File: src/hw/crs_defines.vh
// Purpose: constants of the core register set
// Assumes: 8-bit data, 16-bit program counter
// Notes: field positions of the flags register and operation codes
`ifndef CRS_DEFINES_VH
`define CRS_DEFINES_VH

`define CRS_FLAGS_ADDR 8'hf7
`define CRS_BIT_GIE 0
`define CRS_BIT_ZERO 1
`define CRS_BIT_CARRY 2
`define CRS_BIT_SUPER 3
`define CRS_BIT_BANK 4
`define CRS_FLAGS_RESET 8'h02
`define CRS_FLAGS_USER_MASK 8'h17
`define CRS_PC_RESET 16'h0000
`define CRS_REG_RESET 8'h00
`define CRS_PROG_LAST 16'h1fff

// destination of a result
`define CRS_DST_NONE 3'h0
`define CRS_DST_ACC 3'h1
`define CRS_DST_IDX 3'h2
`define CRS_DST_SP 3'h3
`define CRS_DST_FLAGS 3'h4

// alu operations
`define CRS_OP_MOV 4'h0
`define CRS_OP_ADD 4'h1
`define CRS_OP_ADC 4'h2
`define CRS_OP_SUB 4'h3
`define CRS_OP_AND 4'h4
`define CRS_OP_OR 4'h5
`define CRS_OP_XOR 4'h6
`define CRS_OP_ASL 4'h7
`define CRS_OP_ASR 4'h8
`define CRS_OP_RLC 4'h9
`define CRS_OP_RRC 4'ha
`define CRS_OP_CPL 4'hb
`define CRS_OP_INC 4'hc
`define CRS_OP_DEC 4'hd

// stack pointer actions
`define CRS_SP_HOLD 3'h0
`define CRS_SP_PUSH1 3'h1
`define CRS_SP_PUSH2 3'h2
`define CRS_SP_POP1 3'h3
`define CRS_SP_POP2 3'h4
`define CRS_SP_POP3 3'h5

// program counter actions
`define CRS_PC_NEXT 2'h0
`define CRS_PC_LOAD 2'h1
`define CRS_PC_HOLD 2'h2

`endif

File: src/hw/crs_alu.v
// Purpose: combinational alu with zero and carry results
// Assumes: operation codes from crs_defines.vh
// Notes: rotates take carry in for rotate-through-carry; shifts shift in zero or sign
`include "crs_defines.vh"

module crs_alu (
  // operands
  input wire [3:0] op,
  input wire [7:0] src_a,
  input wire [7:0] src_b,
  input wire carry_in,
  // results
  output reg [7:0] result,
  output reg carry_out,
  output wire zero_out
);

  reg [8:0] wide;

  always @* begin
    wide = 9'h000;
    case (op)
      `CRS_OP_MOV: wide = {1'b0, src_b};
      `CRS_OP_ADD: wide = {1'b0, src_a} + {1'b0, src_b};
      `CRS_OP_ADC: wide = {1'b0, src_a} + {1'b0, src_b} + {8'h00, carry_in};
      `CRS_OP_SUB: wide = {1'b0, src_a} - {1'b0, src_b};
      `CRS_OP_AND: wide = {1'b0, src_a & src_b};
      `CRS_OP_OR: wide = {1'b0, src_a | src_b};
      `CRS_OP_XOR: wide = {1'b0, src_a ^ src_b};
      `CRS_OP_ASL: wide = {src_a, 1'b0};
      `CRS_OP_ASR: wide = {src_a[0], src_a[7], src_a[7:1]};
      `CRS_OP_RLC: wide = {src_a, carry_in};
      `CRS_OP_RRC: wide = {src_a[0], carry_in, src_a[7:1]};
      `CRS_OP_CPL: wide = {1'b0, ~src_a};
      `CRS_OP_INC: wide = {1'b0, src_a} + 9'h001;
      `CRS_OP_DEC: wide = {1'b0, src_a} - 9'h001;
      default: wide = {1'b0, src_a};
    endcase
    result = wide[7:0];
    carry_out = wide[8];
  end

  assign zero_out = (wide[7:0] == 8'h00);

endmodule // crs_alu

File: src/hw/crs_core_regs.v
// Functional notes
// - 16-bit program counter spans 8 Kbyte program space; code counts on past 0x1fff to 0x2000
// - accumulator takes source addressing mode results
// - index register supplies indexed mode offset
// - stack pointer holds data-memory top of stack
// - push pop calls returns swap add move pointer
// - zero bit1, carry bit2, supervisory bit3
// - flags bit0 is global interrupt enable
// - supervisory bit not user writable, shows mode
// - carry follows each logic/arithmetic operation
// - zero follows each logic/arithmetic result
// - two 256-register banks chosen by flags bit4
// - flags readable in register space only at 0xf7
// - flag update depends on executed instruction
// - core registers change only by execution; flags bit3 follows exec_super_mode every cycle
//
// Purpose: core register set of an 8-bit microcontroller cpu
// Assumes: execution unit issues one execute strobe per instruction
// Notes: register-space reads return flags only at the flags address
`include "crs_defines.vh"

module crs_core_regs (
  // clock and reset
  input wire clk_sys,
  input wire rst_n,
  // instruction execution
  input wire exec_valid,
  input wire [3:0] exec_op,
  input wire [2:0] exec_dst,
  input wire exec_src_idx,
  input wire [7:0] exec_operand,
  input wire exec_upd_flags,
  input wire exec_swap_sp,
  input wire [2:0] exec_sp_act,
  input wire [1:0] exec_pc_act,
  input wire [15:0] exec_pc_target,
  input wire [1:0] exec_pc_len,
  input wire exec_super_mode,
  input wire exec_flags_restore,
  input wire [7:0] exec_flags_value,
  // indexed addressing
  input wire [7:0] addr_offset,
  // register space access
  input wire [7:0] rs_addr,
  input wire rs_rd,
  // register state
  output reg [15:0] program_counter_reg,
  output reg [7:0] result_accumulator,
  output reg [7:0] index_offset,
  output reg [7:0] stack_top_pointer,
  output reg [7:0] cpu_flag_state,
  output wire [7:0] indexed_addr,
  output wire [7:0] stack_push_addr,
  // flag views
  output wire global_irq_enable,
  output wire register_bank_select,
  output wire supervisor_active,
  // register space answer
  output reg rs_flags_hit,
  output reg [7:0] rs_rdata
);

  // ----------------------------------------------------------------
  // reset release
  // ----------------------------------------------------------------
  reg rst_meta;
  reg rst_sync;
  wire rst_int_n;

  always @(posedge clk_sys or negedge rst_n) begin
    if (!rst_n) begin
      rst_meta <= 1'b0;
      rst_sync <= 1'b0;
    end else begin
      rst_meta <= 1'b1;
      rst_sync <= rst_meta;
    end
  end

  assign rst_int_n = rst_sync;

  // ----------------------------------------------------------------
  // helpers
  // ----------------------------------------------------------------
  function [7:0] sp_step;
    input [7:0] sp;
    input [2:0] act;
    begin
      case (act)
        `CRS_SP_PUSH1: sp_step = sp + 8'h01;
        `CRS_SP_PUSH2: sp_step = sp + 8'h02;
        `CRS_SP_POP1: sp_step = sp - 8'h01;
        `CRS_SP_POP2: sp_step = sp - 8'h02;
        `CRS_SP_POP3: sp_step = sp - 8'h03;
        default: sp_step = sp;
      endcase
    end
  endfunction

  function [7:0] user_flags;
    input [7:0] cur;
    input [7:0] val;
    begin
      // keeps supervisory and reserved bits
      user_flags = (val & `CRS_FLAGS_USER_MASK) | (cur & ~`CRS_FLAGS_USER_MASK);
    end
  endfunction

  // ----------------------------------------------------------------
  // alu
  // ----------------------------------------------------------------
  reg [7:0] alu_a;
  wire [7:0] alu_res;
  wire alu_carry;
  wire alu_zero;

  always @* begin
    case (exec_dst)
      `CRS_DST_IDX: alu_a = index_offset;
      `CRS_DST_SP: alu_a = stack_top_pointer;
      `CRS_DST_FLAGS: alu_a = cpu_flag_state;
      default: alu_a = exec_src_idx ? index_offset : result_accumulator;
    endcase
  end

  crs_alu u_alu (
    .op(exec_op),
    .src_a(alu_a),
    .src_b(exec_operand),
    .carry_in(cpu_flag_state[`CRS_BIT_CARRY]),
    .result(alu_res),
    .carry_out(alu_carry),
    .zero_out(alu_zero)
  );

  // ----------------------------------------------------------------
  // next state
  // ----------------------------------------------------------------
  reg [15:0] next_pc;
  reg [7:0] next_acc;
  reg [7:0] next_idx;
  reg [7:0] next_sp;
  reg [7:0] next_flags;

  always @* begin
    next_pc = program_counter_reg;
    next_acc = result_accumulator;
    next_idx = index_offset;
    next_sp = stack_top_pointer;
    next_flags = cpu_flag_state;
    if (exec_valid) begin
      case (exec_pc_act)
        `CRS_PC_NEXT: next_pc = program_counter_reg + {14'h0000, exec_pc_len};
        `CRS_PC_LOAD: next_pc = exec_pc_target;
        default: next_pc = program_counter_reg;
      endcase
      next_sp = sp_step(stack_top_pointer, exec_sp_act);
      if (exec_upd_flags) begin
        next_flags[`CRS_BIT_CARRY] = alu_carry;
        next_flags[`CRS_BIT_ZERO] = alu_zero;
      end
      case (exec_dst)
        `CRS_DST_ACC: next_acc = alu_res;
        `CRS_DST_IDX: next_idx = alu_res;
        `CRS_DST_SP: next_sp = alu_res;
        `CRS_DST_FLAGS: next_flags = user_flags(cpu_flag_state, alu_res);
        default: next_acc = result_accumulator;
      endcase
      if (exec_swap_sp) begin
        next_sp = result_accumulator;
        next_acc = stack_top_pointer;
      end
      if (exec_flags_restore) begin
        next_flags = user_flags(cpu_flag_state, exec_flags_value);
      end
    end
    next_flags[`CRS_BIT_SUPER] = exec_super_mode;
  end

  // ----------------------------------------------------------------
  // state registers
  // ----------------------------------------------------------------
  always @(posedge clk_sys or negedge rst_int_n) begin
    if (!rst_int_n) begin
      program_counter_reg <= `CRS_PC_RESET;
      result_accumulator <= `CRS_REG_RESET;
      index_offset <= `CRS_REG_RESET;
      stack_top_pointer <= `CRS_REG_RESET;
      cpu_flag_state <= `CRS_FLAGS_RESET;
    end else begin
      program_counter_reg <= next_pc;
      result_accumulator <= next_acc;
      index_offset <= next_idx;
      stack_top_pointer <= next_sp;
      cpu_flag_state <= next_flags;
    end
  end

  // ----------------------------------------------------------------
  // address and flag views
  // ----------------------------------------------------------------
  assign indexed_addr = index_offset + addr_offset;
  assign stack_push_addr = stack_top_pointer;
  assign global_irq_enable = cpu_flag_state[`CRS_BIT_GIE];
  assign register_bank_select = cpu_flag_state[`CRS_BIT_BANK];
  assign supervisor_active = cpu_flag_state[`CRS_BIT_SUPER];

  // ----------------------------------------------------------------
  // register space read
  // ----------------------------------------------------------------
  always @(posedge clk_sys or negedge rst_int_n) begin
    if (!rst_int_n) begin
      rs_flags_hit <= 1'b0;
      rs_rdata <= `CRS_REG_RESET;
    end else begin
      rs_flags_hit <= rs_rd && (rs_addr == `CRS_FLAGS_ADDR);
      if (rs_rd && (rs_addr == `CRS_FLAGS_ADDR)) begin
        rs_rdata <= cpu_flag_state;
      end else begin
        rs_rdata <= `CRS_REG_RESET;
      end
    end
  end

endmodule // crs_core_regs

File: config.mk
export PLATFORM = sky130hd
export DESIGN_NAME = crs_core_regs
export DESIGN_NICKNAME = d
export VERILOG_FILES = /design/src/hw/crs_alu.v /design/src/hw/crs_core_regs.v
export VERILOG_INCLUDE_DIRS = /design/src /design/src/hw
export SDC_FILE = /design/constraint.sdc
export NUM_CORES = 1
export LEC_CHECK = 0
export BUFFER_PORTS_ARGS = -buffer_cell sky130_fd_sc_hd__buf_2
export CAP_MARGIN = 15
export CORE_ASPECT_RATIO = 1.75
export CORE_MARGIN = 2
export CORE_UTILIZATION = 55
export CTS_BUF_LIST = sky130_fd_sc_hd__clkbuf_2
export CTS_CLUSTER_SIZE = 20
export DETAILED_ROUTE_END_ITERATION = 16
export GPL_ROUTABILITY_DRIVEN = 1
export PLACE_DENSITY = 0.84
export SETUP_SLACK_MARGIN = 0.2
export SKIP_LAST_GASP = 1
export SYNTH_ARGS = -nofsm -noshare
export SYNTH_HDL_FRONTEND = slang
export SYNTH_SLANG_ARGS = --single-unit
File: constraint.sdc
create_clock -name clk_sys -period 3.76 [get_ports clk_sys]
set_input_delay 0.752 -clock clk_sys [delete_from_list [all_inputs] [get_ports clk_sys]]
set_output_delay 0.752 -clock clk_sys [all_outputs]
set_load 0.02 [all_outputs]
== After elaboration in Yosys (flattened, before gate mapping) ==
Cells that the tools add are included.

* $add $sub $neg: 12
* Equal/unequal tests: 24
* Multiplexer cells: 13
* Bitwise logic cells: 6
* Reductions and logical operators: 15

{| class="wikitable"
|+ Operators by type and width
! operator !! number
|-
| 9-bit one-hot mux with 14 select lines || 1
|-
| 8-bit 2-to-1 mux || 8
|-
| 8-bit one-hot mux with 5 select lines || 1
|-
| 16-bit one-hot mux with 2 select lines || 1
|-
| 4-bit equality test, second input constant || 6
|-
| 8-bit one-hot mux with 3 select lines || 1
|-
| 16-bit by 2-bit adder with 16-bit output || 1
|-
| 4-bit by 3-bit equality test with 1-bit output, second input constant || 4
|-
| 5-bit by 8-bit OR with 8-bit output || 2
|-
| 8-bit by 2-bit subtractor with 8-bit output, second input constant || 2
|-
| 3-bit by 2-bit equality test with 1-bit output, second input constant || 4
|-
| 2-bit AND reduction || 6
|-
| 8-bit by 1-bit adder with 9-bit output, second input constant || 1
|-
| 8-bit by 8-bit adder with 9-bit output || 1
|-
| 9-bit by 1-bit adder with 9-bit output || 1
|-
| 3-bit equality test, second input constant || 3
|-
| 8-bit by 1-bit subtractor with 9-bit output, second input constant || 1
|-
| 8-bit by 8-bit subtractor with 9-bit output || 1
|-
| 8-bit by 1-bit adder with 8-bit output, second input constant || 1
|-
| 8-bit by 2-bit adder with 8-bit output, second input constant || 1
|-
| 8-bit adder || 1
|-
| 8-bit bitwise AND || 1
|-
| 4-bit by 2-bit equality test with 1-bit output, second input constant || 2
|-
| 8-bit equality test, second input constant || 1
|-
| other kinds (15) || 18
|}

* Register bits: 59
* Bits of input ports: 71
* Output and inout bits: 76
* Word-level logic and storage cells: 81

== Longest topological paths before layout ==
* Depth after elaboration: 9
* Gate-level depth with buffers: 16
* Gate-level depth less buffers: 15

== By module ==
From an unflattened synthesis, not the netlist that was laid out.

* Cell total of the unflattened synthesis: 769
* Area, all modules: 6,103.4 µm²

{| class="wikitable"
|+ By module, submodules not included
! module !! times used !! cells each !! area an instance (µm²) !! sequential area each (µm²)
|-
| crs_core_regs || 1 || 475 || 4,023.9 || 1,327.5
|-
| crs_alu || 1 || 294 || 2,079.5 || 0.0
|}

== Least setup slack after synthesis ==
No wires, ideal clock.

* Kind: input to register
* Start: input port exec_src_idx
* End: register stack_top_pointer[7] (netlist: stack_push_addr[7])
* Setup time: 0.137 ns
* Arrival time: 4.079 ns
* Required time: 3.623 ns
* Setup slack: -0.456 ns
* Stages: 15
* Path buffers: 1
* Path through: buf_4 -> mux2i_1 -> o22ai_1 -> a211oi_4 -> inv_1 -> ha_1 -> fa_1 -> a211oi_2 -> o21ai_0 -> a221oi_1 -> nand4_1 -> xor2_1 -> o211ai_1 -> a2111oi_0 -> nor4_1

* Cells in the longest elaborated chain, start to end: 7
* Elaborated cells between the ends (all ways): 14
* Those cells by class: add/sub: 5; mux: 5; bitwise: 4

{| class="wikitable"
|+ RTL lines
! element !! line !! RTL
|-
| from (decl) || crs_core_regs.v:30 || <nowiki>input wire exec_src_idx,</nowiki>
|-
| 8-bit 2-to-1 mux * || crs_core_regs.v:122 || <nowiki>default: alu_a = exec_src_idx ? index_offset : result_accumulator;</nowiki>
|-
| 8-bit one-hot mux with 3 select lines * || crs_core_regs.v:118 || <nowiki>case (exec_dst)</nowiki>
|-
| 8-bit by 8-bit adder with 9-bit output || crs_alu.v:24, crs_alu.v:25 ||
|-
| 9-bit by 1-bit adder with 9-bit output || crs_alu.v:25 || <nowiki>`CRS_OP_ADC: wide = {1'b0, src_a} + {1'b0, src_b} + {8'h00, carry_in};</nowiki>
|-
| 9-bit one-hot mux with 14 select lines * || crs_alu.v:22 || <nowiki>case (op)</nowiki>
|-
| 8-bit 2-to-1 mux * || crs_core_regs.v:162 || <nowiki>case (exec_dst)</nowiki>
|-
| 8-bit 2-to-1 mux * || crs_core_regs.v:169 || <nowiki>if (exec_swap_sp) begin</nowiki>
|-
| to (signal assigned) || crs_core_regs.v:188 || <nowiki>stack_top_pointer <= `CRS_REG_RESET;</nowiki>
|-
| to (signal assigned) || crs_core_regs.v:194 || <nowiki>stack_top_pointer <= next_sp;</nowiki>
|-
| to (decl) || crs_core_regs.v:50 || <nowiki>output reg [7:0] stack_top_pointer,</nowiki>
|}

Every way passes the cells marked *; elsewhere a longest branch is shown, timed or not.
A chain may end at the register's enable or synchronous reset.

== Final worst setup path ==
* Start: register result_accumulator[0]
* End: register cpu_flag_state[1]

* Cells in the longest elaborated chain, start to end: 9
* Elaborated cells between the ends (all ways): 17
* Those cells by class: add/sub: 5; mux: 6; bitwise: 5; reduce/logical: 1

{| class="wikitable"
|+ RTL lines
! element !! line !! RTL
|-
| from (decl) || crs_core_regs.v:48 || <nowiki>output reg [7:0] result_accumulator,</nowiki>
|-
| from (signal assigned) || crs_core_regs.v:186 || <nowiki>result_accumulator <= `CRS_REG_RESET;</nowiki>
|-
| from (signal assigned) || crs_core_regs.v:192 || <nowiki>result_accumulator <= next_acc;</nowiki>
|-
| 8-bit 2-to-1 mux * || crs_core_regs.v:122 ||
|-
| 8-bit one-hot mux with 3 select lines * || crs_core_regs.v:118 ||
|-
| 8-bit by 8-bit adder with 9-bit output || crs_alu.v:24, crs_alu.v:25 ||
|-
| 9-bit by 1-bit adder with 9-bit output || crs_alu.v:25 ||
|-
| 9-bit one-hot mux with 14 select lines * || crs_alu.v:22 ||
|-
| 8-bit logical NOT || crs_alu.v:43 || <nowiki>assign zero_out = (wide[7:0] == 8'h00);</nowiki>
|-
| 2-bit 2-to-1 mux || crs_core_regs.v:158 || <nowiki>if (exec_upd_flags) begin</nowiki>
|-
| 8-bit 2-to-1 mux * || crs_core_regs.v:162 ||
|-
| 8-bit 2-to-1 mux * || crs_core_regs.v:173 || <nowiki>if (exec_flags_restore) begin</nowiki>
|-
| to (signal assigned) || crs_core_regs.v:189 || <nowiki>cpu_flag_state <= `CRS_FLAGS_RESET;</nowiki>
|-
| to (signal assigned) || crs_core_regs.v:195 || <nowiki>cpu_flag_state <= next_flags;</nowiki>
|-
| to (decl) || crs_core_regs.v:51 || <nowiki>output reg [7:0] cpu_flag_state,</nowiki>
|}

Every way passes the cells marked *; elsewhere a longest branch is shown, timed or not. The select of a mux whose other input is x is not followed.

==> impl_metrics.toml <==
[setup_path]
crit_type = "reg -> reg"
crit_chain = "mux2i_4 -> o22ai_2 -> a211oi_4 -> inv_2 -> ha_4 -> fa_2 -> a211oi_4 -> buf_4 -> buf_4 -> nor4_1 -> a31oi_1 -> o2111a_1 -> and3b_2 -> o31ai_4 -> buf_4 -> o41ai_2"
crit_required_ns = 4.20
path_buf_inv = 4
crit_family = "compound AO/OA/AOI/OAI gates"
setup.worst_path.end_class = "register"
arrival_ns = 4.17
cp_slowest_cell = "dfrtp_1"
critical_path.most_common_cell = "buf_4"
crit_fanout = 4
startpoint_type = "register"
slowest_delay_ns = 0.50

[finish]
seq_area_um2 = 1330
fill_cells = 874
design_area_um2 = 8020
nets = 1125
drive_gt1_share_pct = 35.7
post-route-util_pct = 72.7
multi_input_area_um2 = 4640
largest_reg_flops = 16
area_delta_synth_final_pct = 30.1
final_cells = 1136

[global_routing]
grt_max_degree = 52
grt_overflow = 0
grt_usage_pct = 35.4
grt_pass1_wl_um = 33900
grt_pass1_vias = 6924
antenna_found_initial = 1

[sta]
finalCritPeriodShare_pct = 99.0
max_freq_mhz = 269
relSlewSlack_pct = 48.8
setup_violations = 0
tightest_slew_ns = 0.761
setup_ws_ns = 0.0366
whs_ns = 0.119
drv_slew = 0
finalClockSkew_ns = 0.0171
setup_tns_ns = 0
period_minus_slack_ns = 3.72
hold_viol_final = 0
rsz0062_at_grt = "yes"

[synth]
ys_warn_count = 0
async_reset_ff_share_pct = 100
avgSynthCellArea_um2 = 7.83
synth_top_flop_cell = "dfrtp_1"
ys_types = 80
netlist_instances = 788
ys_seq_area_share_pct = 21.5
syn_area_um2 = 6170
synth_edf_count = 0
ys_seq_elements = 53

[cts]
htreeDepth = 2
clk_path_buf_depth = 2
clkLatencyLatePin_ns = 0.51
cts_tree = "built"
numClockSinks = 53
path_clk_slew_ns = 0.29
clockRootBuffer = "clkbuf_2"
numCtsBuffers = 5

[floorplan]
chipWidth_um = 84.1
core-area_um2 = 11000
die_y_um = 144
rows = 51
dieArea_um2 = 12100
io_pins = 147
start_util_pct = 55.9

[drt]
dr.pass1.iters = 13
wl_per_cell_um = 19.7
route.detailed.drc = 1
routed_wl_um = 22300
initialDrtViolationCount = 489
vias = 7141
avgViaCountPerCell = 6.29
ant_nets = 0

[pwr]
p_leak_nw = 3.81
power.density_nw_per_um2 = 529
peakVddDrop_v = 0.000346
finalPower_mw = 4.24

[placement]
dp_hpwl_um = 17700
pre_cts_ws_ns = -0.515
port_buffers = 136
dp_cells = 1116
place_congestion = 1.10
place_area_um2 = 7650

[status]
status = "complete, but fails checks"
violations = "design-rule violations"

[min_path]
hold_path.class = "reg -> async"

[job]
drv_cap = 0
[layer usage]
layer	GRT usage (%)	up-vias	part of all wire [%]
li1	-	3312	-
met1	32.3	3361	33
met2	66.8	327	53
met3	4.79	141	4.6
met4	31.2	0	10
met5	0	-	0
[timing repair]
item | in CTS | in global routing
setup buffers | 2 | 7
endpoints found under the hold margin | 2 | 0
gates resized for setup | 13 | 40
pin swaps | 12 | 23
endpoints found under the setup margin | 18 | 23
hold buffers | 1 | 0
[layout by cell type (no fill, tap or decap), types with 6 or more instances in the layout]
master    count
xnor2_1      15
a22oi_1      13
nor2b_1       7
nor3b_1       6
buf_4       121
xor2_1       13
nand3b_1     16
and3_1       10
and2_1        9
nor4_1       13
buf_2       136
nand4_1       6
o21bai_1      6
conb_1        7
nand2_1      60
mux2i_1      11
nor3_1       19
nand3_1      18
a21oi_1      66
a21o_1       11
or2_2         8
a21oi_2       8
o211ai_1      9
o21ai_1       9
a211oi_1     10
dfrtp_1      51
o22ai_1      14
mux2_2       12
nand2b_1     13
inv_1        49
nor2_1       36
ha_1         42
o21ai_0      48
[cells in the mapped netlist (3+ instances only)]
master | number | share of area (%)
a2111oi_0 | 3 | 0.43
a211o_1 | 4 | 0.57
a211oi_1 | 12 | 1.5
a21o_1 | 11 | 1.3
a21oi_1 | 75 | 6.1
a221oi_1 | 3 | 0.43
a22oi_1 | 15 | 1.8
a31oi_1 | 4 | 0.41
and2_1 | 11 | 1.1
and3_1 | 11 | 1.1
buf_1 | 4 | 0.24
buf_2 | 6 | 0.49
buf_4 | 19 | 2.3
clkbuf_1 | 30 | 1.8
dfrtp_1 | 52 | 21
fa_1 | 6 | 1.9
ha_1 | 46 | 9.3
inv_1 | 51 | 3.1
mux2_2 | 13 | 2.4
mux2i_1 | 12 | 1.9
nand2_1 | 60 | 3.7
nand2b_1 | 14 | 1.4
nand3_1 | 19 | 1.5
nand3b_1 | 16 | 1.9
nand4_1 | 6 | 0.61
nor2_1 | 38 | 2.3
nor2b_1 | 7 | 0.71
nor3_1 | 19 | 1.5
nor3b_1 | 7 | 0.85
nor4_1 | 13 | 1.3
o2111a_1 | 3 | 0.55
o2111ai_1 | 5 | 0.71
o211ai_1 | 9 | 1.1
o21ai_0 | 56 | 4.5
o21ai_1 | 3 | 0.24
o21bai_1 | 6 | 0.73
o221ai_1 | 4 | 0.57
o22ai_1 | 16 | 1.6
o31a_1 | 3 | 0.43
o31ai_1 | 5 | 0.61
o32ai_1 | 7 | 0.99
or2_2 | 8 | 0.81
or3_1 | 5 | 0.51
xnor2_1 | 16 | 2.3
xor2_1 | 13 | 1.8
[where the power goes]
group / internal, mW / switching, mW
Clock: 0.0442 / 0.203
Combinational: 1.38 / 1.71
Sequential: 0.701 / 0.215
Total: 2.12 / 2.12
[layout make-up]
class / count / share of cell area (%)
diodes: 1 / 0.0312
clock buffers: 5 / 0.312
clock inverters: 3 / 0.281
inverters: 53 / 2.48
multi-input cells: 628 / 57.8
flip-flops and latches: 53 / 16.6
well taps: 132 / 2.06
repair buffers: 261 / 20.5
[logic make-up after synthesis]
group / share of synthesized area, %
compound gates: 29.1
simple gates: 21.4
buf+inv: 8.09
flops: 21.5
fa+ha+maj: 11.3
xor+xnor: 4.12
mux: 4.32
other cells: 0.122
[final timing paths]
check / start / endpoint / slack (ns) / cells after the start
max: result_accumulator[0]$_DFFE_PN0P_ / cpu_flag_state[1]$_DFFE_PN1P_ / 0.04 / 16
min: rst_int_n$_DFF_PN0_ / cpu_flag_state[4]$_DFFE_PN0P_ / 0.12 / 0
max reg2reg: result_accumulator[0]$_DFFE_PN0P_ / cpu_flag_state[1]$_DFFE_PN1P_ / 0.04 / 16
min reg2reg: rst_int_n$_DFF_PN0_ / cpu_flag_state[4]$_DFFE_PN0P_ / 0.12 / 0
max in group asynchronous: rst_int_n$_DFF_PN0_ / cpu_flag_state[1]$_DFFE_PN1P_ / 3.09 / 1
min in group clk_sys: exec_super_mode / cpu_flag_state[3]$_DFF_PN0_ / 0.34 / 1
[worst register-to-register path: stages, from the launching register on]
cell	delay, ns
dfrtp_1	0.50
mux2i_4	0.20
o22ai_2	0.11
a211oi_4	0.31
inv_2	0.09
ha_4	0.18
fa_2	0.45
a211oi_4	0.30
buf_4	0.15
buf_4	0.10
nor4_1	0.04
a31oi_1	0.16
o2111a_1	0.26
and3b_2	0.24
o31ai_4	0.08
buf_4	0.17
o41ai_2	0.33
Note: power is estimated with default switching activity, not from simulation.
